===== src/inc/ufl_map.svh =====
// Register map, field positions and reset values of the buffer and line
// control block. Assumes an APB host port with 32-bit data and byte offsets.
`ifndef UFL_MAP_SVH
`define UFL_MAP_SVH
`define UFL_ADDR_W        8
`define UFL_OFS_IDENT     8'h08
`define UFL_OFS_BUF_CTRL  8'h08
`define UFL_OFS_LINE_CTRL 8'h0c
`define UFL_BC_RX_THR_HI  7
`define UFL_BC_RX_THR_LO  6
`define UFL_BC_TX_THR_HI  5
`define UFL_BC_TX_THR_LO  4
`define UFL_BC_DMA_MODE   3
`define UFL_BC_TX_RESET   2
`define UFL_BC_RX_RESET   1
`define UFL_BC_BUF_EN     0
`define UFL_LC_DIV_WIN    7
`define UFL_LC_BREAK      6
`define UFL_LC_EVEN       4
`define UFL_LC_CHECK_ON   3
`define UFL_LC_STOP       2
`define UFL_LC_WIDTH_HI   1
`define UFL_LC_WIDTH_LO   0
`define UFL_LC_WMASK      8'hdf
`define UFL_RESET_BC      8'h00
`define UFL_RESET_LC      8'h00
`define UFL_DEPTH         7'h40
`define UFL_LVL_W         7
`define UFL_IR_DIV        8'h10
`endif


===== src/inc/ufl_pkg.sv =====
// Types shared by the buffer and line control block.
// Assumes the map header supplies every register number; the break state codes are set here.
package ufl_pkg;
  typedef enum logic [2:0] {
    UFL_BRK_IDLE = 3'b001,
    UFL_BRK_LINE = 3'b010,
    UFL_BRK_LOOP = 3'b100
  } ufl_brk_t;
endpackage


===== src/verilog/ufl_level_cmp.sv =====
// Threshold compare for one buffer direction.
// Assumes the level input comes from the same clock domain.
`timescale 1ns/1ps
`default_nettype none
`include "ufl_map.svh"
module ufl_level_cmp (
  input  wire logic [1:0]               code_i,
  input  wire logic                     is_rx_i,
  input  wire logic [`UFL_LVL_W-1:0]    level_i,
  output logic                          hit_o
);
  logic [`UFL_LVL_W-1:0] mark;
  always_comb begin
    mark = '0;
    if (is_rx_i) begin
      unique case (code_i)
        2'b00: mark = 7'h01;
        2'b01: mark = `UFL_DEPTH >> 2;
        2'b10: mark = `UFL_DEPTH >> 1;
        2'b11: mark = `UFL_DEPTH - 7'h02;
      endcase
      hit_o = (level_i >= mark);
    end else begin
      unique case (code_i)
        2'b00: mark = 7'h00;
        2'b01: mark = 7'h02;
        2'b10: mark = `UFL_DEPTH >> 2;
        2'b11: mark = `UFL_DEPTH >> 1;
      endcase
      hit_o = (level_i <= mark);
    end
  end
endmodule
`default_nettype wire


===== src/verilog/ufl_ctrl.sv =====
// Buffer control and line control registers with their line-side effects.
// Assumes APB on clk_sys_i; buffer levels and busy come from on-chip logic.
`timescale 1ns/1ps
`default_nettype none
`include "ufl_map.svh"
module ufl_ctrl
  import ufl_pkg::*;
(
  input  wire logic                  clk_sys_i,
  input  wire logic                  rst_i,
  input  wire logic                  psel_i,
  input  wire logic                  penable_i,
  input  wire logic                  pwrite_i,
  input  wire logic [`UFL_ADDR_W-1:0] paddr_i,
  input  wire logic [31:0]           pwdata_i,
  output logic      [31:0]           prdata_o,
  output logic                       pready_o,
  output logic                       pslverr_o,
  input  wire logic                  busy_i,
  input  wire logic [`UFL_LVL_W-1:0] rx_level_i,
  input  wire logic [`UFL_LVL_W-1:0] tx_level_i,
  input  wire logic                  auto_flow_i,
  input  wire logic                  ext_dma_i,
  input  wire logic                  loopback_i,
  input  wire logic                  ir_mode_i,
  input  wire logic                  tx_serial_i,
  input  wire logic                  tx_ir_n_i,
  output logic                       serial_out_o,
  output logic                       ir_out_n_o,
  output logic                       loop_break_o,
  output logic                       rts_n_o,
  output logic                       rx_avail_o,
  output logic                       tx_empty_o,
  output logic                       dma_rx_req_n_o,
  output logic                       dma_tx_req_n_o,
  output logic                       tx_buf_clear_o,
  output logic                       rx_buf_clear_o,
  output logic                       buf_enable_o,
  output logic                       divisor_window_bit_o,
  output logic                       check_bit_on_o,
  output logic                       even_parity_o,
  output logic                       stop_long_o,
  output logic                       stop_half_o,
  output logic [1:0]                 char_width_code_o,
  output logic [3:0]                 char_bits_o,
  output logic                       rx_first_stop_only_o
);
  logic [7:0] bc_ff;
  logic [7:0] nxt_bc;
  logic [7:0] lc_ff;
  logic [7:0] nxt_lc;
  logic       txclr_ff;
  logic       nxt_txclr;
  logic       rxclr_ff;
  logic       nxt_rxclr;
  logic [7:0] irdiv_ff;
  logic [7:0] nxt_irdiv;
  logic       irph_ff;
  logic       nxt_irph;
  logic [31:0] rd_ff;
  logic [31:0] nxt_rd;
  logic       rxhold_ff;
  logic       nxt_rxhold;
  logic       txhold_ff;
  logic       nxt_txhold;
  ufl_brk_t   brk_ff;
  ufl_brk_t   nxt_brk;
  logic       wr_acc;
  logic       rd_acc;
  logic       rx_hit;
  logic       tx_hit;
  logic       rx_any;
  logic       tx_none;

  assign wr_acc = psel_i & penable_i & pwrite_i;
  assign rd_acc = psel_i & ~penable_i & ~pwrite_i;
  assign pready_o = 1'b1;
  assign pslverr_o = 1'b0;

  // Register writes and self-clearing reset strobes
  always_comb begin
    nxt_bc = bc_ff;
    nxt_lc = lc_ff;
    nxt_txclr = 1'b0;
    nxt_rxclr = 1'b0;
    if (wr_acc && paddr_i == `UFL_OFS_BUF_CTRL) begin
      nxt_bc = pwdata_i[7:0];
      // Pulse bits are not held; they act once and read back as zero
      nxt_bc[`UFL_BC_TX_RESET] = 1'b0;
      nxt_bc[`UFL_BC_RX_RESET] = 1'b0;
      nxt_txclr = pwdata_i[`UFL_BC_TX_RESET] |
        (pwdata_i[`UFL_BC_BUF_EN] != bc_ff[`UFL_BC_BUF_EN]);
      nxt_rxclr = pwdata_i[`UFL_BC_RX_RESET] |
        (pwdata_i[`UFL_BC_BUF_EN] != bc_ff[`UFL_BC_BUF_EN]);
    end
    if (wr_acc && paddr_i == `UFL_OFS_LINE_CTRL) begin
      // Break is always writable; the framing fields wait for idle
      nxt_lc[`UFL_LC_BREAK] = pwdata_i[`UFL_LC_BREAK];
      if (!busy_i) begin
        nxt_lc = pwdata_i[7:0] & `UFL_LC_WMASK;
      end
    end
  end

  always_ff @(posedge clk_sys_i) begin
    if (rst_i) begin
      bc_ff <= `UFL_RESET_BC;
      lc_ff <= `UFL_RESET_LC;
      txclr_ff <= 1'b0;
      rxclr_ff <= 1'b0;
    end else begin
      bc_ff <= nxt_bc;
      lc_ff <= nxt_lc;
      txclr_ff <= nxt_txclr;
      rxclr_ff <= nxt_rxclr;
    end
  end

  // Read data; the buffer control offset reads the identification view
  // Capturing in the setup phase keeps read data a flip-flop output
  always_comb begin
    nxt_rd = '0;
    if (rd_acc) begin
      if (paddr_i == `UFL_OFS_IDENT) begin
        nxt_rd[7:6] = {2{bc_ff[`UFL_BC_BUF_EN]}};
        nxt_rd[3:0] = 4'h1;
      end else if (paddr_i == `UFL_OFS_LINE_CTRL) begin
        nxt_rd[7:0] = lc_ff;
      end
    end else begin
      nxt_rd = rd_ff;
    end
  end

  always_ff @(posedge clk_sys_i) begin
    if (rst_i) begin
      rd_ff <= '0;
    end else begin
      rd_ff <= nxt_rd;
    end
  end
  assign prdata_o = rd_ff;

  ufl_level_cmp u_rx_cmp (
    .code_i  (bc_ff[`UFL_BC_RX_THR_HI:`UFL_BC_RX_THR_LO]),
    .is_rx_i (1'b1),
    .level_i (rx_level_i),
    .hit_o   (rx_hit)
  );
  ufl_level_cmp u_tx_cmp (
    .code_i  (bc_ff[`UFL_BC_TX_THR_HI:`UFL_BC_TX_THR_LO]),
    .is_rx_i (1'b0),
    .level_i (tx_level_i),
    .hit_o   (tx_hit)
  );
  assign rx_any  = (rx_level_i != '0);
  assign tx_none = (tx_level_i == '0);

  // DMA and flow control state, dropped by a buffer reset
  // Threshold hits are registered, so these outputs lag a level by one clock
  // Request-to-send stays released until the receive buffer drains
  always_comb begin
    nxt_rxhold = rxhold_ff;
    nxt_txhold = txhold_ff;
    if (rxclr_ff) begin
      nxt_rxhold = 1'b0;
    end else if (rx_hit) begin
      nxt_rxhold = 1'b1;
    end else if (!rx_any) begin
      nxt_rxhold = 1'b0;
    end
    if (txclr_ff) begin
      nxt_txhold = 1'b0;
    end else if (tx_hit) begin
      nxt_txhold = 1'b1;
    end else begin
      nxt_txhold = 1'b0;
    end
  end

  always_ff @(posedge clk_sys_i) begin
    if (rst_i) begin
      rxhold_ff <= 1'b0;
      txhold_ff <= 1'b0;
    end else begin
      rxhold_ff <= nxt_rxhold;
      txhold_ff <= nxt_txhold;
    end
  end

  assign rx_avail_o = bc_ff[`UFL_BC_BUF_EN] ? rx_hit : rx_any;
  assign tx_empty_o = bc_ff[`UFL_BC_BUF_EN] ? tx_hit : tx_none;
  assign rts_n_o = auto_flow_i & bc_ff[`UFL_BC_BUF_EN] & rxhold_ff;

  // Mode 0 asks for single transfers; mode 1 uses the thresholds with buffers enabled; the extended handshake always uses them
  always_comb begin
    dma_rx_req_n_o = 1'b1;
    dma_tx_req_n_o = 1'b1;
    if (!ext_dma_i) begin
      if (bc_ff[`UFL_BC_DMA_MODE] && bc_ff[`UFL_BC_BUF_EN]) begin
        dma_rx_req_n_o = ~(rxhold_ff & ~rxclr_ff);
        dma_tx_req_n_o = ~(txhold_ff & ~txclr_ff);
      end else begin
        dma_rx_req_n_o = ~(rx_any & ~rxclr_ff);
        dma_tx_req_n_o = ~(tx_none & ~txclr_ff);
      end
    end else begin
      dma_rx_req_n_o = ~(rxhold_ff & ~rxclr_ff);
      dma_tx_req_n_o = ~(txhold_ff & ~txclr_ff);
    end
  end

  // Break path; infrared pulse from a divider enable, no second clock
  // Registered break state adds one clock after a loopback or break change
  always_comb begin
    nxt_brk = UFL_BRK_IDLE;
    if (lc_ff[`UFL_LC_BREAK]) begin
      nxt_brk = loopback_i ? UFL_BRK_LOOP : UFL_BRK_LINE;
    end
    nxt_irdiv = irdiv_ff + 8'h01;
    nxt_irph = irph_ff;
    if (irdiv_ff == `UFL_IR_DIV - 8'h01) begin
      nxt_irdiv = 8'h00;
      nxt_irph = ~irph_ff;
    end
  end

  always_ff @(posedge clk_sys_i) begin
    if (rst_i) begin
      brk_ff <= UFL_BRK_IDLE;
      irdiv_ff <= 8'h00;
      irph_ff <= 1'b0;
    end else begin
      brk_ff <= nxt_brk;
      irdiv_ff <= nxt_irdiv;
      irph_ff <= nxt_irph;
    end
  end

  always_comb begin
    serial_out_o = tx_serial_i;
    ir_out_n_o = tx_ir_n_i;
    loop_break_o = 1'b0;
    unique case (brk_ff)
      UFL_BRK_IDLE: begin
        serial_out_o = tx_serial_i;
      end
      UFL_BRK_LINE: begin
        serial_out_o = 1'b0;
        if (ir_mode_i) begin
          ir_out_n_o = irph_ff;
        end
      end
      UFL_BRK_LOOP: begin
        loop_break_o = 1'b1;
        ir_out_n_o = 1'b0;
      end
      default: begin
        serial_out_o = tx_serial_i;
      end
    endcase
  end

  assign tx_buf_clear_o = txclr_ff;
  assign rx_buf_clear_o = rxclr_ff;
  assign buf_enable_o = bc_ff[`UFL_BC_BUF_EN];
  assign divisor_window_bit_o = lc_ff[`UFL_LC_DIV_WIN];
  assign even_parity_o = lc_ff[`UFL_LC_EVEN];
  assign check_bit_on_o = lc_ff[`UFL_LC_CHECK_ON];
  assign stop_long_o = lc_ff[`UFL_LC_STOP];
  assign stop_half_o = lc_ff[`UFL_LC_STOP] &
    (lc_ff[`UFL_LC_WIDTH_HI:`UFL_LC_WIDTH_LO] == 2'b00);
  assign char_width_code_o = lc_ff[`UFL_LC_WIDTH_HI:`UFL_LC_WIDTH_LO];
  assign char_bits_o = 4'h5 + {2'b00, char_width_code_o};
  // Only one stop bit is ever sampled on receive
  assign rx_first_stop_only_o = 1'b1;
endmodule
`default_nettype wire


===== config.mk =====
export PLATFORM = sky130hd
export DESIGN_NAME = ufl_ctrl
export DESIGN_NICKNAME = d
export VERILOG_FILES = /design/src/inc/ufl_pkg.sv /design/src/verilog/ufl_level_cmp.sv /design/src/verilog/ufl_ctrl.sv
export VERILOG_INCLUDE_DIRS = /design/src /design/src/inc
export SDC_FILE = /design/constraint.sdc
export NUM_CORES = 1
export LEC_CHECK = 0
export ABC_CLOCK_PERIOD_IN_PS = 1820
export BUFFER_PORTS_ARGS = -buffer_cell sky130_fd_sc_hd__buf_2
export CAP_MARGIN = 25
export CORE_MARGIN = 4
export CORE_UTILIZATION = 43
export CTS_CLUSTER_SIZE = 28
export DETAILED_ROUTE_END_ITERATION = 7
export PLACE_DENSITY = 0.88
export SETUP_SLACK_MARGIN = 0.1
export SLEW_MARGIN = 40
export SYNTH_ARGS = -nofsm -noshare
export SYNTH_HDL_FRONTEND = slang
export SYNTH_SLANG_ARGS = --single-unit

===== constraint.sdc =====
create_clock -name clk_sys_i -period 1.82 [get_ports clk_sys_i]
set_input_delay 0 -clock clk_sys_i [delete_from_list [all_inputs] [get_ports clk_sys_i]]
set_output_delay 0 -clock clk_sys_i [all_outputs]
set_load 0.01 [all_outputs]

Word level (Yosys, flattened, before mapping)
Cells that the tools add are included.
Operators by class
  add/subtract/negate cells: 2
  magnitude comparators: 2
  equality and inequality tests: 13
  mux-type cells: 20
  bitwise operators: 25
  reductions and logical operators: 14
Operators with widths (number)
  7-bit one-hot mux with 4 select lines: 2
  8-bit by 4-bit equality test with 1-bit output, second input constant: 3
  1-bit 2-to-1 mux: 12
  1-bit NOT: 12
  1-bit AND: 11
  2-bit OR reduction: 5
  8-bit by 1-bit adder with 8-bit output, second input constant: 1
  2-bit equality test, second input constant: 4
  8-bit 2-to-1 mux: 1
  7-bit >= comparator: 1
  7-bit less-or-equal comparator: 1
  7-bit logical NOT: 1
  7-bit nonzero test: 1
  2-bit logical NOT: 3
  3-bit by 2-bit adder with 4-bit output, first input constant: 1
  2-bit by 1-bit equality test with 1-bit output, second input constant: 2
  2-bit 2-to-1 mux: 2
  4-bit 2-to-1 mux: 1
  3-bit by 2-bit equality test with 1-bit output, second input constant: 1
  3-bit equality test, second input constant: 1
  1-bit logical AND: 3
  3-bit 2-to-1 mux: 1
  2-bit inequality test, second input constant: 1
  1-bit bitwise OR: 2
  other kinds (3): 3
Storage, ports and cells
  bits in registers: 37
  input port bits: 66
  output and inout bits: 57

Longest topological paths before layout
  depth after elaboration: 5
  depth in mapped cells: 6
  gate-level depth less buffers: 6

Hierarchy
Synthesis repeated with hierarchy kept, for this count alone.
Second synthesis, totals
  cell total of the unflattened synthesis: 272
  area total of the unflattened synthesis: 2294.7 sq um
By module, submodules not included
  ufl_ctrl: instances 1, cells each 202, area an instance 1794.2 sq um, seq. area each 720.7 sq um
  ufl_level_cmp: instances 2, cells each 35, area an instance 250.2 sq um, seq. area each 0.0 sq um

Worst setup path after synthesis
OpenSTA, ideal clock, no wires.
  path kind: reg2out
  start: reg bc_ff[4]
  end: out tx_empty_o
  data arrival time: 1.473 ns
  slack: 0.347 ns
  cell stages (with the launch flop): 7
  path through: dfxtp_1 > nand2b_1 > ha_1 > nor4b_1 > nor2_1 > o21a_1 > o31ai_1
On the way
  word-level cells in the longest chain between the ends: 4
  elaborated cells on any way between the ends: 7
  classes of those cells: order compare: 1; eq/ne: 3; mux: 2; reduce/logical: 1
RTL lines
  start, declared: line ufl_ctrl.sv:48  | logic [7:0] bc_ff;
  start signal, assigned: line ufl_ctrl.sv:107  | bc_ff <= `UFL_RESET_BC;
  start signal, assigned: line ufl_ctrl.sv:112  | bc_ff <= nxt_bc;
  2-bit equality test (tied with other cells)
  7-bit one-hot mux with 4 select lines (*): line ufl_level_cmp.sv:24  | unique case (code_i)
  7-bit less-or-equal comparator (*): line ufl_level_cmp.sv:30  | hit_o = (level_i <= mark);
  1-bit 2-to-1 mux (*): line ufl_ctrl.sv:192  | assign tx_empty_o = bc_ff[`UFL_BC_BUF_EN] ? tx_hit : tx_none;
  end, declared: line ufl_ctrl.sv:33  | output logic tx_empty_o,
Mark *: on every way between the ends. The rest lies on a longest branch, timed or not. The select of a mux whose other input is x is not followed.

Worst setup path after layout
  start: reg bc_ff[6]
  end: out rx_avail_o
On the way
  word-level cells in the longest chain between the ends: 4
  elaborated cells on any way between the ends: 7
  classes of those cells: order compare: 1; eq/ne: 3; mux: 2; reduce/logical: 1
RTL lines
  2-bit equality test (tied with other cells)
  7-bit one-hot mux with 4 select lines (*): line ufl_level_cmp.sv:16  | unique case (code_i)
  7-bit >= comparator (*): line ufl_level_cmp.sv:22  | hit_o = (level_i >= mark);
  1-bit 2-to-1 mux (*): line ufl_ctrl.sv:191  | assign rx_avail_o = bc_ff[`UFL_BC_BUF_EN] ? rx_hit : rx_any;
  end, declared: line ufl_ctrl.sv:32  | output logic rx_avail_o,
Marked as above.

==> results.py <==
metrics = {
    "outcome": {
        "status": "finished with violations",
        "violations": "negative setup slack",
    },
    "cells_and_area": {
        "ff_latch_area_um2": 733,
        "multi_input_area_um2": 1240,
        "area_growth_pct": 28.8,
        "fill_cells": 394,
        "layout_common_cells": "buf_2, dfxtp_1, nor2_1",
        "drive_above_1_share": 0.325,
        "final_area_um2": 2640,
        "finalNetCount": 394,
        "final_common_cell": "buf_2",
        "num_antenna_cells": 0,
    },
    "synthesis": {
        "yosysUniqueCellTypes": 41,
        "synth_flop_cell": "dfxtp_1",
        "synth_seq_cells": 36,
        "ys_warn_count": 0,
        "synth-async-reset-ratio": 0,
        "synth_top_cell_area_share": 0.352,
        "synth_edf_count": 0,
        "syn_avg_cell_area_um2": 8.57,
        "synth.largest_area_cell": "dfxtp_1",
        "syn_area_um2": 2050,
        "synthCells": 239,
        "ys_top_cells_by_area": "dfxtp_1, buf_4, ha_1",
        "synth_seq_area_share": 0.352,
    },
    "sta": {
        "post-route-period-util": 1.01,
        "max_slew_margin": 0.657,
        "fmax_ghz": 0.544,
        "fin_tns_setup_ns": -0.0182,
        "setup_viol": 1,
        "whs_ns": 0.0208,
        "postLayoutSetupSlackWorst_ns": -0.0182,
        "worstMarginPinSlew_ns": 0.514,
        "finalCriticalPeriod_ns": 1.84,
        "fin_skew_ns": 0.00622,
        "final-hold-violation-count": 0,
        "rsz0062_at_grt": "true",
        "final_max_slew_viol_count": 0,
    },
    "grt": {
        "grt_max_degree": 29,
        "grt_usage": 0.159,
        "antenna_found_initial": 0,
        "first_global_vias": 1769,
        "grt_pass1_wl_um": 7780,
        "overflow": 0,
    },
    "place": {
        "place_area_um2": 2300,
        "port_buffers": 70,
        "gp_congestion": 0.754,
        "pre_cts_slack_ns": 0.249,
        "dp_hpwl_um": 3620,
    },
    "drt": {
        "drc": 0,
        "routed_via_density": 4.82,
        "first_pass_iters": 4,
        "drtAntennaViolNets": 0,
        "drt_iter0_drc": 54,
        "detail_route.wirelength_um": 4740,
        "wl_per_cell_um": 12.8,
        "vias": 1778,
    },
    "die": {
        "die_y_um": 77.0,
        "row_count": 24,
        "io_pins": 123,
        "die_w_um": 77.0,
        "dieArea_um2": 5930,
        "core_area_um2": 4470,
        "start_util": 0.458,
    },
    "pwr": {
        "powerDensity_nw_per_um2": 590,
        "power.leakage_nw": 1.25,
        "report.power.total_mw": 1.56,
        "ir_drop_mv": 0.416,
    },
    "worst_setup_path": {
        "worstPathArrival_ns": 1.84,
        "end_kind": "primary output",
        "crit_required_ns": 1.82,
        "crit_path_max_fanout": 4,
        "cp-start-kind": "flop",
        "crit_type": "flop to primary output",
    },
    "cts": {
        "clkTransAtPathRegs_ns": 0.07,
        "cts_max_path_buffers": 2,
        "numCtsBuffers": 5,
        "clkLatencyLatePin_ns": 0.29,
        "root_buffer": "clkbuf_8",
        "cts_tree": "yes",
        "cts_max_level": 2,
        "clock_sinks": 36,
    },
    "hold_path": {
        "min_path_type": "primary input to flop",
    },
    "run": {
        "maxCapViolCount": 0,
    },
}
==> layer usage <==
layer | global-route usage | share of wire | wire [um] | vias to the layer above
li1 | - | - | - | 910
met1 | 0.181 | 0.42 | 1970 | 797
met2 | 0.283 | 0.49 | 2300 | 65
met5 | 0 | 0 | 0 | -
met4 | 0.0427 | 0.011 | 52 | 0
met3 | 0.0550 | 0.088 | 417 | 6
==> per-stage QoR <==
step / utilization / cells
global placement: 0.514 / 350
floorplan: - / 265
detailed placement: 0.514 / 350
finish: 0.590 / 369
global route: 0.590 / 369
CTS: 0.574 / 368
==> cells by family after synthesis <==
logic type | Yosys count | share of synthesized area
XOR/XNOR | 7 | 0.0299
multiplexers | 13 | 0.0635
AO/OA/AOI/OAI | 28 | 0.0886
other | 2 | 0.00367
adder cells (fa/ha/maj) | 12 | 0.0733
AND/OR/NAND/NOR | 92 | 0.238
flip-flops | 36 | 0.352
buffers and inverters | 49 | 0.151
==> power by group <==
| group | internal (mW) | switching (mW) |
|---|---|---|
| Combinational | 0.0885 | 0.112 |
| Sequential | 0.791 | 0.00620 |
| Clock | 0.267 | 0.294 |
| Total | 1.15 | 0.412 |
==> critical path: stages (launching register included) <==
cell	delay [ns]
dfxtp_4	0.38
nor2_2	0.05
ha_1	0.27
nand2b_4	0.11
a211oi_2	0.06
or3_4	0.39
a31oi_4	0.18
buf_6	0.12
==> Yosys cell counts (all sizes together), types with 2 or more instances <==
cell type / count
buf: 34
a21boi: 3
and2: 3
a21oi: 9
ha: 12
o21a: 3
dfxtp: 36
nor2b: 2
clkbuf: 4
a211oi: 2
xor2: 6
nand3: 8
and3: 2
o21ai: 4
nor2: 30
nor3: 2
nor3b: 2
inv: 11
conb: 2
nor4: 5
mux2i: 13
nand2b: 9
nand2: 15
a21o: 2
nand4: 7
or3: 2
==> registers in the layout, indices dropped and copies added, names as in the netlist <==
name,flops
prdata_o,7
bc_ff,6
rxhold_ff,1
irdiv_ff,8
irph_ff,1
lc_ff,7
txhold_ff,1
brk_ff,3
rx_buf_clear_o,1
tx_buf_clear_o,1
==> area by class of cell <==
type,instances,share of cell area
Multi-Input combinational cell,180,0.471
Timing Repair Buffer,82,0.178
Sequential cell,36,0.278
Clock inverter,3,0.00711
Tap cell,52,0.0247
Inverter,11,0.0156
Clock buffer,5,0.0261
==> final timing paths <==
kind / endpoint / slack (ns) / start / cells past startpoint
worst max-delay path: rx_avail_o / -0.02 / bc_ff[6] / 7
worst min-delay path: lc_ff[0] / 0.02 / pwdata_i[0] / 3
worst max register to register: rxhold_ff / 0.15 / bc_ff[6] / 7
worst min register to register: txhold_ff / 0.45 / tx_buf_clear_o / 1
==> timing repair <==
action,in CTS,in global routing
gates resized for setup,19,10
hold buffers,9,0
pin swaps,8,8
hold endpoints to repair,16,0
endpoints found under the setup margin,2,2
buffers inserted,1,1
Power figures use the tool's default switching activity.
